**src/rtl/pws_pkg.sv**
```systemverilog
`default_nettype none
package pws_pkg;
  // One-second tick derived from the system clock.
  localparam int unsigned CLK_HZ = 40_000_000;
  localparam int unsigned TICK_S = 1;
  localparam int unsigned TICK_DEF = CLK_HZ * TICK_S;
  localparam logic [5:0] SEC_PER_MIN = 6'h3C;
  localparam logic [7:0] PAUSE_S = 8'h01;
  localparam logic [1:0] CUT_S = 2'h2;
  // Setting limits and reset values; index values are in units of 0.0001.
  localparam logic [15:0] PRE_MAX = 16'h003C;
  localparam logic [15:0] PRE_DEF = 16'h0000;
  localparam logic [15:0] REC_MAX = 16'h0078;
  localparam logic [15:0] REC_DEF = 16'h0014;
  localparam logic [15:0] WASH_MAX = 16'h001E;
  localparam logic [15:0] WASH_DEF = 16'h0003;
  localparam logic [15:0] INT_MAX = 16'h05A0;
  localparam logic [15:0] INT_DEF = 16'h0014;
  localparam logic [15:0] TOL_MAX = 16'h05A0;
  localparam logic [15:0] TOL_DEF = 16'h0000;
  localparam logic [15:0] TEMP_MAX = 16'h00C8;
  localparam logic [15:0] TEMP_DEF = 16'h0000;
  localparam logic [15:0] VLIM_MIN = 16'h2CEC;
  localparam logic [15:0] VLIM_MAX = 16'h4650;
  localparam logic [15:0] VLIM_DEF = 16'h34BC;
  localparam logic [15:0] DELTA_MAX = 16'h1388;
  localparam logic [15:0] DELTA_DEF = 16'h0000;
  // Register byte offsets.
  localparam logic [7:0] A_CTRL = 8'h00;
  localparam logic [7:0] A_PRE = 8'h04;
  localparam logic [7:0] A_REC = 8'h08;
  localparam logic [7:0] A_WASH = 8'h0C;
  localparam logic [7:0] A_INT = 8'h10;
  localparam logic [7:0] A_TOL = 8'h14;
  localparam logic [7:0] A_TEMP = 8'h18;
  localparam logic [7:0] A_VLIM = 8'h1C;
  localparam logic [7:0] A_DELTA = 8'h20;
  localparam logic [7:0] A_STAT = 8'h24;
  // Control register fields.
  localparam int unsigned C_MANUAL = 0;
  localparam int unsigned C_PRE_RLY = 1;
  localparam int unsigned C_WASH_RLY = 2;
  localparam int unsigned C_GUARD = 3;
  localparam int unsigned C_MHOLD = 4;
  localparam int unsigned C_THOLD = 5;
  localparam int unsigned C_LOWT = 6;
  localparam int unsigned C_VM = 8;
  localparam logic [9:0] CTRL_DEF = 10'h01E;
  localparam logic [1:0] RESP_OK = 2'h0;
  localparam logic [1:0] RESP_DEC = 2'h3;
  typedef enum logic [2:0] {
    ST_IDLE = 3'b000, ST_PRE = 3'b001, ST_PAUSE = 3'b010, ST_WASH = 3'b011, ST_REC = 3'b100
  } pws_phase_t;
  typedef enum logic [1:0] {VM_OFF = 2'b00, VM_STD = 2'b01, VM_CUT = 2'b10} pws_vmode_t;
  typedef struct packed {
    logic [15:0] concentration_reading;
    logic [15:0] loop;
    logic [15:0] temp;
  } pws_meas_t;
  typedef struct packed {
    pws_phase_t ph;
    logic [7:0] ph_cnt;
    logic [31:0] presc;
    logic tick;
    logic [5:0] int_sec;
    logic [10:0] int_min;
    logic [5:0] tol_sec;
    logic [10:0] tol_min;
    logic man_p;
    logic ext_p;
    logic int_p;
    logic ext_prev;
    logic [1:0] src;
    logic [15:0] lim;
    logic accepted;
    logic cut_armed;
    logic [1:0] cut_cnt;
    logic warn;
    logic fail;
    logic pre_rly;
    logic wash_rly;
    pws_meas_t mout;
    logic [9:0] ctrl;
    logic [15:0] pre_t;
    logic [15:0] rec_t;
    logic [15:0] wash_t;
    logic [15:0] int_t;
    logic [15:0] tol_t;
    logic [15:0] temp_lim;
    logic [15:0] vlim;
    logic [15:0] delta;
    logic aw_have;
    logic w_have;
    logic [7:0] awaddr;
    logic [31:0] wdata;
    logic [3:0] wstrb;
    logic bvalid;
    logic [1:0] bresp;
    logic rvalid;
    logic [31:0] rdata;
    logic [1:0] rresp;
  } pws_state_t;
endpackage
`default_nettype wire

```
**src/rtl/pws_top.sv**
```systemverilog
// What this block does
// - A rising external clean request starts one cycle; holding it high starts no more.
// - No cycle starts without sensor or with a faulty sensor, nor without sample while the guard is on.
// - Precondition time is 0 to 60 seconds, reset value 0.
// - Recovery time is 0 to 120 seconds, reset value 20.
// - Wash time is 0 to 30 seconds, reset value 3.
// - Interval is 0 to 1440 minutes, reset value 20; elapsing starts a cycle.
// - A zero interval never starts a cycle.
// - Zero precondition time or no precondition relay skips that phase.
// - Zero wash time or no wash relay disables washing and ignores triggers.
// - Verify mode is off, standard or automatic cut; off after reset.
// - Standard verify accepts when index drops below limit or sample vanishes.
// - With verify on, an unaccepted finished wash sets the warning flag.
// - Tolerance 0 to 1440 minutes; no acceptance within it sets failure instead.
// - Accepted wash clears warning and failure and restarts the tolerance count.
// - Automatic cut ends wash two seconds after index falls below limit.
// - Measurement hold, on by default, freezes concentration and loop during cycle.
// - Temperature hold, off by default, freezes temperature during cycle.
// - Low temperature inhibit, off by default, threshold 0 to 200, blocks washing.
// - Empty-line guard, on by default, blocks washing without sample.
// - Verify limit is 1.15 to 1.80, reset value 1.35.
// - At start, limit is the higher of configured and index minus delta.
// - Pending triggers are served manual first, then external, then interval.
// - A one-second pause with both relays open follows precondition.
// - Recovery runs after wash before the cycle ends and holds release.
// - While wash stop is active no relay is closed.
//
// Local design decisions: the placing of the registers and the AXI4-Lite interface to the registers.
`default_nettype none
module pws_top import pws_pkg::*; #(
  parameter int unsigned TICK_CYCLES = TICK_DEF
) (
  input wire logic aclk,
  input wire logic aresetn,
  input wire logic [31:0] s_axi_awaddr,
  input wire logic s_axi_awvalid,
  output logic s_axi_awready,
  input wire logic [31:0] s_axi_wdata,
  input wire logic [3:0] s_axi_wstrb,
  input wire logic s_axi_wvalid,
  output logic s_axi_wready,
  output logic [1:0] s_axi_bresp,
  output logic s_axi_bvalid,
  input wire logic s_axi_bready,
  input wire logic [31:0] s_axi_araddr,
  input wire logic s_axi_arvalid,
  output logic s_axi_arready,
  output logic [31:0] s_axi_rdata,
  output logic [1:0] s_axi_rresp,
  output logic s_axi_rvalid,
  input wire logic s_axi_rready,
  input wire logic external_clean_request,
  input wire logic external_wash_stop,
  input wire logic no_sample,
  input wire logic no_sensor,
  input wire logic sensor_fault,
  input wire logic [15:0] refractive_index,
  input wire pws_meas_t meas_in,
  output pws_meas_t meas_out,
  output logic precond_relay,
  output logic wash_relay,
  output logic wash_warning,
  output logic wash_failure
);
  pws_state_t r, n;

  // Clamps a written value into its documented range.
  function automatic logic [15:0] clamp(input logic [15:0] v, input logic [15:0] lo,
                                        input logic [15:0] hi);
    clamp = (v < lo) ? lo : ((v > hi) ? hi : v);
  endfunction

  // Merges the low halfword of a write under its byte strobes.
  function automatic logic [15:0] merge(input logic [15:0] old, input logic [31:0] d,
                                        input logic [3:0] be);
    merge = {be[1] ? d[15:8] : old[15:8], be[0] ? d[7:0] : old[7:0]};
  endfunction

  // Advances a seconds and minutes count by one second, carrying into the minutes.
  function automatic logic [16:0] min_step(input logic [5:0] sec, input logic [10:0] mins);
    min_step = (sec == SEC_PER_MIN - 6'h01) ? {6'h00, mins + 11'h001} : {sec + 6'h01, mins};
  endfunction

  logic enabled, inhibit, start, below, low_temp, cyc_next;
  logic [15:0] tmp_lim;
  logic [16:0] istep, tstep;
  pws_vmode_t vmode;

  // Gating terms; a no-sample inhibit follows the guard so the operator can lift it.
  always_comb begin
    vmode = pws_vmode_t'(r.ctrl[C_VM +: 2]);
    enabled = (r.wash_t != 16'h0000) && r.ctrl[C_WASH_RLY];
    low_temp = r.ctrl[C_LOWT] && ($signed(meas_in.temp) < $signed(r.temp_lim));
    inhibit = (no_sample && r.ctrl[C_GUARD]) || no_sensor || sensor_fault
              || external_wash_stop || low_temp;
    start = (r.ph == ST_IDLE) && enabled && !inhibit && (r.man_p || r.ext_p || r.int_p);
    below = refractive_index < r.lim;
    tmp_lim = (refractive_index > r.delta) ? refractive_index - r.delta : 16'h0000;
    istep = min_step(r.int_sec, r.int_min);
    tstep = min_step(r.tol_sec, r.tol_min);
  end

  // Whole next state: bus slave, settings, timers, sequencer and outputs.
  always_comb begin
    n = r;
    cyc_next = 1'b0;
    // Prescaler for the one-second tick.
    n.tick = (r.presc == TICK_CYCLES - 1);
    n.presc = n.tick ? 32'h0 : r.presc + 32'h1;
    // Write channel: address and data are taken in either order.
    if (s_axi_awvalid && s_axi_awready) begin
      n.aw_have = 1'b1;
      n.awaddr = s_axi_awaddr[7:0];
    end
    if (s_axi_wvalid && s_axi_wready) begin
      n.w_have = 1'b1;
      n.wdata = s_axi_wdata;
      n.wstrb = s_axi_wstrb;
    end
    if (r.bvalid && s_axi_bready) n.bvalid = 1'b0;
    if (r.aw_have && r.w_have && !r.bvalid) begin
      n.aw_have = 1'b0;
      n.w_have = 1'b0;
      n.bvalid = 1'b1;
      n.bresp = RESP_OK;
      unique case (r.awaddr)
        A_CTRL: begin
          if (r.wstrb[0]) n.ctrl[7:0] = r.wdata[7:0];
          if (r.wstrb[1]) n.ctrl[9:8] = r.wdata[9:8];
          n.ctrl[C_MANUAL] = 1'b0;
          if (r.wstrb[0] && r.wdata[C_MANUAL] && enabled) n.man_p = 1'b1;
        end
        A_PRE: n.pre_t = clamp(merge(r.pre_t, r.wdata, r.wstrb), 16'h0000, PRE_MAX);
        A_REC: n.rec_t = clamp(merge(r.rec_t, r.wdata, r.wstrb), 16'h0000, REC_MAX);
        A_WASH: n.wash_t = clamp(merge(r.wash_t, r.wdata, r.wstrb), 16'h0000, WASH_MAX);
        A_INT: n.int_t = clamp(merge(r.int_t, r.wdata, r.wstrb), 16'h0000, INT_MAX);
        A_TOL: n.tol_t = clamp(merge(r.tol_t, r.wdata, r.wstrb), 16'h0000, TOL_MAX);
        A_TEMP: n.temp_lim = clamp(merge(r.temp_lim, r.wdata, r.wstrb), 16'h0000, TEMP_MAX);
        A_VLIM: n.vlim = clamp(merge(r.vlim, r.wdata, r.wstrb), VLIM_MIN, VLIM_MAX);
        A_DELTA: n.delta = clamp(merge(r.delta, r.wdata, r.wstrb), 16'h0000, DELTA_MAX);
        A_STAT: n.bresp = RESP_OK;
        default: n.bresp = RESP_DEC;
      endcase
    end
    // Read channel answers one cycle after the address is taken.
    if (r.rvalid && s_axi_rready) n.rvalid = 1'b0;
    if (s_axi_arvalid && s_axi_arready) begin
      n.rvalid = 1'b1;
      n.rresp = RESP_OK;
      n.rdata = 32'h0;
      unique case (s_axi_araddr[7:0])
        A_CTRL: n.rdata = {22'h0, r.ctrl};
        A_PRE: n.rdata = {16'h0, r.pre_t};
        A_REC: n.rdata = {16'h0, r.rec_t};
        A_WASH: n.rdata = {16'h0, r.wash_t};
        A_INT: n.rdata = {16'h0, r.int_t};
        A_TOL: n.rdata = {16'h0, r.tol_t};
        A_TEMP: n.rdata = {16'h0, r.temp_lim};
        A_VLIM: n.rdata = {16'h0, r.vlim};
        A_DELTA: n.rdata = {16'h0, r.delta};
        A_STAT: n.rdata = {r.tol_min, r.int_min, inhibit, enabled, r.src, r.fail, r.warn,
                           r.accepted, r.ph};
        default: n.rresp = RESP_DEC;
      endcase
    end
    // Trigger capture; an edge on the external request is needed for each cycle.
    n.ext_prev = external_clean_request;
    if (external_clean_request && !r.ext_prev && enabled) n.ext_p = 1'b1;
    if (r.tick && r.ph == ST_IDLE) begin
      n.int_sec = istep[16:11];
      n.int_min = istep[10:0];
    end
    if (r.int_t != 16'h0000 && r.int_min >= r.int_t[10:0] && enabled) n.int_p = 1'b1;
    if (r.int_t == 16'h0000 || !enabled) n.int_p = 1'b0;
    if (!enabled) begin
      n.man_p = 1'b0;
      n.ext_p = 1'b0;
    end
    // Tolerance time runs in minutes since the last accepted wash.
    if (r.tick && r.tol_min != 11'h7FF) begin
      n.tol_sec = tstep[16:11];
      n.tol_min = tstep[10:0];
    end
    if (r.tick && r.ph != ST_IDLE) n.ph_cnt = r.ph_cnt + 8'h01;
    if (below && r.ph != ST_IDLE) n.accepted = 1'b1;
    if (no_sample && r.ph != ST_IDLE) n.accepted = 1'b1;
    // Phase sequencer.
    unique case (r.ph)
      ST_IDLE: if (start) begin
        // Manual first, then external, then interval; the served one is consumed.
        if (r.man_p) begin
          n.man_p = 1'b0;
          n.src = 2'h1;
        end else if (r.ext_p) begin
          n.ext_p = 1'b0;
          n.src = 2'h2;
        end else begin
          n.int_p = 1'b0;
          n.src = 2'h3;
        end
        n.int_sec = 6'h00;
        n.int_min = 11'h000;
        n.lim = (tmp_lim > r.vlim) ? tmp_lim : r.vlim;
        n.accepted = 1'b0;
        n.cut_armed = 1'b0;
        n.ph_cnt = 8'h00;
        n.ph = (r.pre_t == 16'h0000 || !r.ctrl[C_PRE_RLY]) ? ST_WASH : ST_PRE;
      end
      ST_PRE: if (r.ph_cnt >= r.pre_t[7:0]) begin
        n.ph = ST_PAUSE;
        n.ph_cnt = 8'h00;
      end
      ST_PAUSE: if (r.ph_cnt >= PAUSE_S) begin
        n.ph = ST_WASH;
        n.ph_cnt = 8'h00;
      end
      ST_WASH: begin
        if (vmode == VM_CUT && below && !r.cut_armed) begin
          n.cut_armed = 1'b1;
          n.cut_cnt = 2'h0;
        end
        if (r.cut_armed && r.tick) n.cut_cnt = r.cut_cnt + 2'h1;
        if (r.ph_cnt >= r.wash_t[7:0] || (r.cut_armed && r.cut_cnt >= CUT_S)) begin
          n.ph = ST_REC;
          n.ph_cnt = 8'h00;
        end
      end
      ST_REC: if (r.ph_cnt >= r.rec_t[7:0]) begin
        n.ph = ST_IDLE;
        if (vmode == VM_STD || vmode == VM_CUT) begin
          if (n.accepted) begin
            n.warn = 1'b0;
            n.fail = 1'b0;
            n.tol_sec = 6'h00;
            n.tol_min = 11'h000;
          end else if (r.tol_min >= r.tol_t[10:0]) begin
            n.fail = 1'b1;
            n.warn = 1'b0;
          end else begin
            n.warn = 1'b1;
          end
        end
      end
      default: n.ph = ST_IDLE;
    endcase
    // Relays follow the next phase and open at once on a wash stop.
    n.pre_rly = (n.ph == ST_PRE) && !external_wash_stop;
    n.wash_rly = (n.ph == ST_WASH) && !external_wash_stop;
    // Holds freeze the value taken just before the cycle began.
    cyc_next = (n.ph != ST_IDLE);
    if (!(cyc_next && r.ctrl[C_MHOLD])) begin
      n.mout.concentration_reading = meas_in.concentration_reading;
      n.mout.loop = meas_in.loop;
    end
    if (!(cyc_next && r.ctrl[C_THOLD])) n.mout.temp = meas_in.temp;
  end

  // State register with reset values for every setting and flag.
  always_ff @(posedge aclk) begin
    if (!aresetn) begin
      r <= '0;
      r.ph <= ST_IDLE;
      r.ctrl <= CTRL_DEF;
      r.pre_t <= PRE_DEF;
      r.rec_t <= REC_DEF;
      r.wash_t <= WASH_DEF;
      r.int_t <= INT_DEF;
      r.tol_t <= TOL_DEF;
      r.temp_lim <= TEMP_DEF;
      r.vlim <= VLIM_DEF;
      r.delta <= DELTA_DEF;
      r.lim <= VLIM_DEF;
    end else begin
      r <= n;
    end
  end

  // Ready outputs are combinational; valid, response and data outputs come straight from flops.
  assign s_axi_awready = !r.aw_have && !r.bvalid;
  assign s_axi_wready = !r.w_have && !r.bvalid;
  assign s_axi_arready = !r.rvalid;
  assign s_axi_bvalid = r.bvalid;
  assign s_axi_bresp = r.bresp;
  assign s_axi_rvalid = r.rvalid;
  assign s_axi_rdata = r.rdata;
  assign s_axi_rresp = r.rresp;
  assign meas_out = r.mout;
  assign precond_relay = r.pre_rly;
  assign wash_relay = r.wash_rly;
  assign wash_warning = r.warn;
  assign wash_failure = r.fail;

  a_relays_apart: assert property (@(posedge aclk) disable iff (!aresetn)
    $fell(precond_relay) |-> !wash_relay [*2]) else $error("Relays overlap after precondition.");
  a_stop_opens: assert property (@(posedge aclk) disable iff (!aresetn)
    external_wash_stop |=> !precond_relay && !wash_relay) else $error("Relay closed on stop.");
  a_disabled_idle: assert property (@(posedge aclk) disable iff (!aresetn)
    (r.ph == ST_IDLE && !enabled) |=> r.ph == ST_IDLE) else $error("Cycle started while off.");
  a_ext_one_shot: assert property (@(posedge aclk) disable iff (!aresetn)
    (r.ext_prev && external_clean_request && !r.ext_p) |=> !r.ext_p)
    else $error("Held request rearmed.");
  a_zero_interval: assert property (@(posedge aclk) disable iff (!aresetn)
    r.int_t == 16'h0000 |=> !r.int_p) else $error("Zero interval raised a trigger.");
  a_hold_freeze: assert property (@(posedge aclk) disable iff (!aresetn)
    (r.ph != ST_IDLE && $past(r.ph) != ST_IDLE && r.ctrl[C_MHOLD]) |-> $stable(meas_out.concentration_reading))
    else $error("Concentration moved during hold.");
  a_flags_apart: assert property (@(posedge aclk) disable iff (!aresetn)
    !(wash_warning && wash_failure)) else $error("Warning and failure both set.");
  a_inhibit_start: assert property (@(posedge aclk) disable iff (!aresetn)
    (r.ph == ST_IDLE && (no_sensor || sensor_fault)) |=> r.ph == ST_IDLE)
    else $error("Cycle started while inhibited.");
  a_manual_first: assert property (@(posedge aclk) disable iff (!aresetn)
    (start && r.man_p) |=> r.src == 2'h1) else $error("Manual request not served first.");
  a_reset_values: assert property (@(posedge aclk)
    !aresetn |=> r.wash_t == WASH_DEF && r.rec_t == REC_DEF && r.int_t == INT_DEF)
    else $error("Reset values wrong.");
endmodule
`default_nettype wire

```
**config.mk**
```make
export PLATFORM = sky130hd
export DESIGN_NAME = pws_top
export DESIGN_NICKNAME = d
export VERILOG_FILES = /design/src/rtl/pws_pkg.sv /design/src/rtl/pws_top.sv
export SDC_FILE = /design/constraint.sdc
export NUM_CORES = 1
export LEC_CHECK = 0
export BUFFER_PORTS_ARGS = -buffer_cell sky130_fd_sc_hd__buf_2
export CAP_MARGIN = 25
export CORE_MARGIN = 4
export CORE_UTILIZATION = 55
export DETAILED_ROUTE_END_ITERATION = 7
export PLACE_DENSITY = 0.77
export REMOVE_ABC_BUFFERS = 1
export SETUP_SLACK_MARGIN = 0.4
export SLEW_MARGIN = 20
export SYNTH_ARGS = -nofsm -noshare
export SYNTH_HDL_FRONTEND = slang
export SYNTH_SLANG_ARGS = --single-unit
```
**constraint.sdc**
```tcl
create_clock -name aclk -period 5.68 [get_ports aclk]
set_input_delay 1.136 -clock aclk [delete_from_list [all_inputs] [get_ports aclk]]
set_output_delay 1.136 -clock aclk [all_outputs]
set_load 0.02 [all_outputs]
```
==> results.yml, run 1 <==
drt:
  via_per_inst: 6.149
  postRouteAntennaNets: 0
  drt-total-wl_um: 58760
  initialDrtViolationCount: 1908
  vias: 17650
  drc: 0
  wl_per_cell_um: 20.47
  drt-pass1-iter-count: 7
global_route:
  grt_use_total_pct: 29.50
  grt_max_degree: 88
  overflow: 0
  grt_pass1_wl_um: 91550
  antenna_found_initial: 1
  grt_pass1_vias: 16930
floorplan:
  chipHeight_um: 194.9
  die_area_mm2: 0.03798
  ios: 269
  die_w_um: 194.9
  core_area_mm2: 0.03446
  initial_core_util_pct: 55.74
  rows: 68
sta:
  finalSetupViolations: 0
  hold_viol: 0
  slew_headroom_pct: 33.38
  clock.fmax_mhz: 200.5
  fin_skew_ns: 0.01539
  worst_pin_slew_ns: 0.9964
  slew_viol_final: 0
  fin_crit_ns: 4.986
  tns_ns: 0
  fin_crit_sh_pct: 87.79
  rsz0062_at_grt: "no"
cts:
  cts_made_buffers: 38
  clkLatencyLatePin_ns: 0.53
  clock_path_buffers: 3
  clk_pin_slew_worst_paths_ns: 0.06
  cts_tree: "done"
  cts_setup_buffers: 0
  cts.sinks: 357
  ctsHtreeMaxLevel: 2
  cts-root-buf: "clkbuf_16"
final_layout:
  drive_above_1_share_pct: 14.24
  fillers: 3026
  area_growth_syn_to_layout_pct: 9.772
  largest_reg_flops: 269
  final_nets: 2681
  top_register: "r"
  finalNonFillerCells: 2871
yosys:
  synth_top_area_share_pct: 37.21
  synth_most_common_cell: "dfxtp_1"
  synth_area_mm2: 0.01921
  yosysWarnings: 0
  synthTopCellsByCount: "357 x dfxtp_1, 228 x nand2_1, 209 x nor2_1, 142 x inv_1, 140 x a21oi_1"
  synth_seq_cells: 357
  synth.avg_cell_area_um2: 8.261
  yosysUniqueCellTypes: 92
  synth-edff-count: 0
  yosys.area.top_type: "dfxtp_1"
  syn_inst: 2325
  synthTopCellsByArea: "dfxtp_1 37%, ha_1 7.7%, nand2_1 4.5%"
  synth_top_flop_cell: "dfxtp_1"
  async_flop_share_pct: 0
  yosysSeqAreaShare_pct: 37.21
power:
  switching_share_pct: 25.20
  internal-power_mw: 4.217
  max-vdd-ir-drop_mv: 0.2030
  powerDensity_mw_per_mm2: 267.4
  clkPwrFrac_pct: 44.8
  p_sw_mw: 1.421
  seqPwrFrac_pct: 46.1
  pwr-share-comb_pct: 9.1
  p_leak_nw: 8.638
setup_path:
  crit_path_end_kind: "flop"
  worstPathArrival_ns: 5.35
  required_ns: 6.05
  cp_max_fo: 30
  ff2ff_path_depth: 18
  crit_type: "input port to flop"
  cp-start-kind: "input port"
placed_design:
  dp_hpwl_um: 43510
  dp_cells: 2800
  port_buffers: 202
  finalWeightedCongestion: 0.9721
min_path:
  hold_class: "flop to flop"
  min_path_cells: 1
run_status:
  outcome: "complete, no violations"
run:
  cap_violations: 0
-- metrics by stage --
stage / util (%) / hold WS, ns / area [um2] / setup WS [ns] / total power, mW
detailed placement: 57.40 / 0.4406 / 19780 / 0.1393 / 3.155
floorplan: - / 0.4166 / 17960 / 0.6006 / 2.930
finish: 61.19 / 0.4483 / 21080 / 0.6936 / 5.638
global placement: 57.32 / 0.4299 / 19750 / 0.1891 / 3.138
CTS: 61.10 / 0.4498 / 21050 / 0.6466 / 5.647
global route: 61.18 / 0.4690 / 21080 / 0.4067 / 5.821
-- cells in the final DEF (no fill, tap or decap), types with 39 or more instances in the layout --
master	n
nand2_1	228
buf_2	201
and3_1	61
nor2_1	207
dfxtp_1	356
nor3_1	46
inv_1	142
clkbuf_16	39
nand3_1	121
o21ai_0	118
ha_1	118
a21oi_1	140
-- what timing repair did --
action	in CTS	in global routing
setup endpoints to repair	0	1
resized for setup	0	2
hold buffers	0	0
-- routing by layer --
| metal | vias up | share of wire, % | GRT usage (%) |
|---|---|---|---|
| met5 | - | 0.020 | 0 |
| met4 | 2 | 4.0 | 10.96 |
| met3 | 154 | 9.3 | 6.136 |
| met1 | 8291 | 42 | 39.81 |
| li1 | 8372 | - | - |
| met2 | 834 | 45 | 46.90 |
-- cell families after synthesis --
group	after synthesis	share of synthesized area, %
AND/OR/NAND/NOR	847	21.69
AO/OA/AOI/OAI	566	19.91
flip-flops	357	37.21
buffers and inverters	349	9.309
adder cells (fa/ha/maj)	119	7.791
XOR/XNOR	69	3.146
multiplexers	18	0.9511
-- worst max-delay path: stages --
cell	delay, ns
buf_2	0.11
ha_1	0.24
or4_1	0.57
o311a_1	0.45
a31oi_2	0.25
o31ai_1	0.10
a21oi_1	0.18
xor2_1	0.21
nor2_1	0.07
ha_1	0.31
and4_1	0.27
nand2_1	0.08
nor3_2	0.23
a21oi_1	0.06
or3_1	0.43
buf_12	0.19
a311oi_1	0.33
o21ai_0	0.12
-- power groups by stage --
stage | combinational, mW | clock (mW) | sequential (mW)
final | 0.511 | 2.53 | 2.60
after global routing | 0.565 | 2.65 | 2.60
after CTS | 0.505 | 2.55 | 2.60
after detailed placement | 0.502 | 0 | 2.65
after global placement | 0.488 | 0 | 2.65
after floorplan | 0.256 | 0 | 2.67
-- layout make-up --
type                            instances  area, um2  area share [%]
Inverter                              143      539.3           2.558
Tap cell                              455      569.3           2.700
Clock buffer                           60       1155           5.477
Antenna cell                            1      2.502         0.01187
Timing Repair Buffer                  227       1241           5.887
Sequential cell                       357       7148           33.90
Clock inverter                          9      120.1          0.5697
Multi-Input combinational cell       1619      10310           48.89
-- worst paths after layout --
check,from,end,slack (ns)
max,refractive_index[4],r[291]$_SDFFE_PN1P_,0.69
min,r[274]$_SDFFE_PN0P_,r[274]$_SDFFE_PN0P_,0.45
max reg2reg,r[88]$_SDFFE_PN0P_,r[291]$_SDFFE_PN1P_,0.88
min reg2reg,r[274]$_SDFFE_PN0P_,r[274]$_SDFFE_PN0P_,0.45
No activity file was read; power rests on OpenSTA's default activity.
==> run 2, diff against run 1 <==
Settings changed: GPL_ROUTABILITY_DRIVEN set to 1, REMOVE_ABC_BUFFERS 1 to unset.
==> run 2 against run 1 <==
Routed wire length up 1.6%. Non-clock buffer count decreased by 2. Maximum frequency up 1.5%. Clock skew increased by 0.019 ns. Critical path depth unchanged. Clock power shrank 2%. Combinational power fell by 2%. Flip-flop and latch count did not move. Critical path type unchanged.
==> results.yml, run 2 (synthesis gave the netlist of run 1 again) <==
min_path:
  hold_class: "flop to flop"
global_route:
  grt_max_degree: 88
  overflow: 0
  grt_pass1_wl_um: 92700
  antenna_found_initial: 2
  grt_pass1_vias: 16970
  grt_use_total_pct: 29.88
power:
  powerDensity_mw_per_mm2: 266.1
  pwr-share-comb_pct: 9.0
  max-vdd-ir-drop_mv: 0.2206
  seqPwrFrac_pct: 46.6
  internal-power_mw: 4.172
  clkPwrFrac_pct: 44.4
  p_sw_mw: 1.416
  p_leak_nw: 8.611
  switching_share_pct: 25.35
  total_power_mw: 5.588
drt:
  drt-total-wl_um: 59690
  via_per_inst: 6.218
  initialDrtViolationCount: 1948
  postRouteAntennaNets: 0
  vias: 17830
  drc: 0
  wl_per_cell_um: 20.82
  drt-pass1-iter-count: 7
sta:
  finalSetupViolations: 0
  hold_ws_ns: 0.4498
  slew_headroom_pct: 20.69
  hold_viol: 0
  slew_viol_final: 0
  rsz0062_at_grt: "no"
  fin_skew_ns: 0.03389
  fin_crit_ns: 4.911
  tns_ns: 0
  clock.fmax_mhz: 203.6
  worst_pin_slew_ns: 1.185
  fin_crit_sh_pct: 86.46
floorplan:
  die_area_mm2: 0.03798
  core_area_mm2: 0.03446
  initial_core_util_pct: 55.74
  die_w_um: 194.9
  rows: 68
  chipHeight_um: 194.9
  ios: 269
setup_path:
  cp_max_fo: 26
  crit_end: "r[283]$_SDFFE_PN1P_"
  required_ns: 6.13
  cp-start-kind: "input port"
  worstSetupStartpoint: "refractive_index[4]"
  timing.rr.end: "r[283]$_SDFFE_PN1P_"
  ff2ff_path_depth: 18
  crit_family: "simple AND/OR/NAND/NOR gates"
  critPathMaxStageDelay_ns: 0.57
  cpMaxStageDelayCell: "or4_1"
  regToRegSetupSlack_ns: 0.92
  crit_buf_inv: 2
  worstPathCellList: "buf_2 -> ha_1 -> or4_1 -> o311a_1 -> a31oi_1 -> o31ai_1 -> a21oi_1 -> xor2_1 -> nor2_1 -> ha_1 -> and4_1 -> nand2_1 -> nor3_1 -> a21oi_1 -> or3_1 -> buf_4 -> o2111a_1 -> a31oi_1"
  worstPathArrival_ns: 5.36
  crit_path_end_kind: "flop"
  r2r-start: "r[88]$_SDFFE_PN0P_"
  worst-path-stages: 18
  crit_type: "input port to flop"
final_layout:
  drive_above_1_share_pct: 14.14
  fin_area_mm2: 0.02100
  n_antenna_cell: 0
  layout_commonest_cell: "dfxtp_1"
  final_cell_mix: "356 x dfxtp_1, 228 x nand2_1, 207 x nor2_1"
  top_register: "r"
  largest_reg_flops: 269
  final_util_pct: 60.95
  area_growth_syn_to_layout_pct: 9.348
  final_nets: 2680
cts:
  ctsHtreeMaxLevel: 2
  cts-hold-fix-buffers: 0
  cts_setup_buffers: 0
  clk_pin_slew_worst_paths_ns: 0.06
  cts-root-buf: "clkbuf_16"
  cts_made_buffers: 39
  cts.sinks: 357
  clock_path_buffers: 3
  cts_tree: "done"
  clkLatencyLatePin_ns: 0.55
  cts_resized: 0
run:
  cap_violations: 0
placed_design:
  port_buffers: 202
  dp_hpwl_um: 44100
  finalWeightedCongestion: 1.020
  place_area_mm2: 0.01974
yosys:
  mappedNetlistNets: 2620
run_status:
  outcome: "complete, no violations"
-- run 2: how the worst min path moves through the flow --
stage / from / end / slack [ns] / depth (start not counted)
after floorplan: r[274]$_SDFFE_PN0P_ / r[274]$_SDFFE_PN0P_ / 0.42 / 1
after detailed placement: r[274]$_SDFFE_PN0P_ / r[274]$_SDFFE_PN0P_ / 0.44 / 1
after global placement: r[274]$_SDFFE_PN0P_ / r[274]$_SDFFE_PN0P_ / 0.43 / 1
final: s_axi_rdata[31]$_SDFFE_PN0P_ / s_axi_rdata[31]$_SDFFE_PN0P_ / 0.45 / 2
after global routing: meas_out[3]$_SDFFE_PN0N_ / meas_out[3]$_SDFFE_PN0N_ / 0.48 / 2
after CTS: r[274]$_SDFFE_PN0P_ / r[274]$_SDFFE_PN0P_ / 0.45 / 1
-- run 2: final cells by class --
cell class | count | area [um2]
Tap cell | 455 | 569.3
Timing Repair Buffer | 225 | 1194
Clock inverter | 13 | 141.4
Sequential cell | 357 | 7148
Fill cell | 3064 | 13460
Multi-Input combinational cell | 1619 | 10300
Inverter | 143 | 539.3
Clock buffer | 55 | 1106
-- run 2: metal layers --
layer | GRT usage, % | wire [um] | up-vias
met5 | 0 | 10 | -
met4 | 12.21 | 3023 | 2
met3 | 6.691 | 6180 | 224
met2 | 47.68 | 25920 | 941
met1 | 39.41 | 24550 | 8308
li1 | - | - | 8351
-- run 2: tightest hold or removal path: cells and delay by family, from the launching register on --
family / cells / cell delay, ns
DFF: 1 / 0.31
AOI/OAI and AO/OA: 1 / 0.05
and+or+nand+nor: 1 / 0.05
-- run 2: power groups by stage --
stage	combinational (mW)	sequential (mW)	clock, mW
after floorplan	0.384	2.63	0
after global placement	0.481	2.65	0
after detailed placement	0.492	2.66	0
after CTS	0.495	2.60	2.51
after global routing	0.555	2.61	2.61
final	0.502	2.60	2.48
-- run 2: per-stage QoR --
| stage | cells | setup WS, ns |
|---|---|---|
| global route | 2867 | 0.4107 |
| finish | 2867 | 0.7689 |
| global placement | 2798 | 0.2851 |
| floorplan | 2325 | 0.7766 |
| detailed placement | 2798 | 0.2964 |
| CTS | 2866 | 0.8064 |
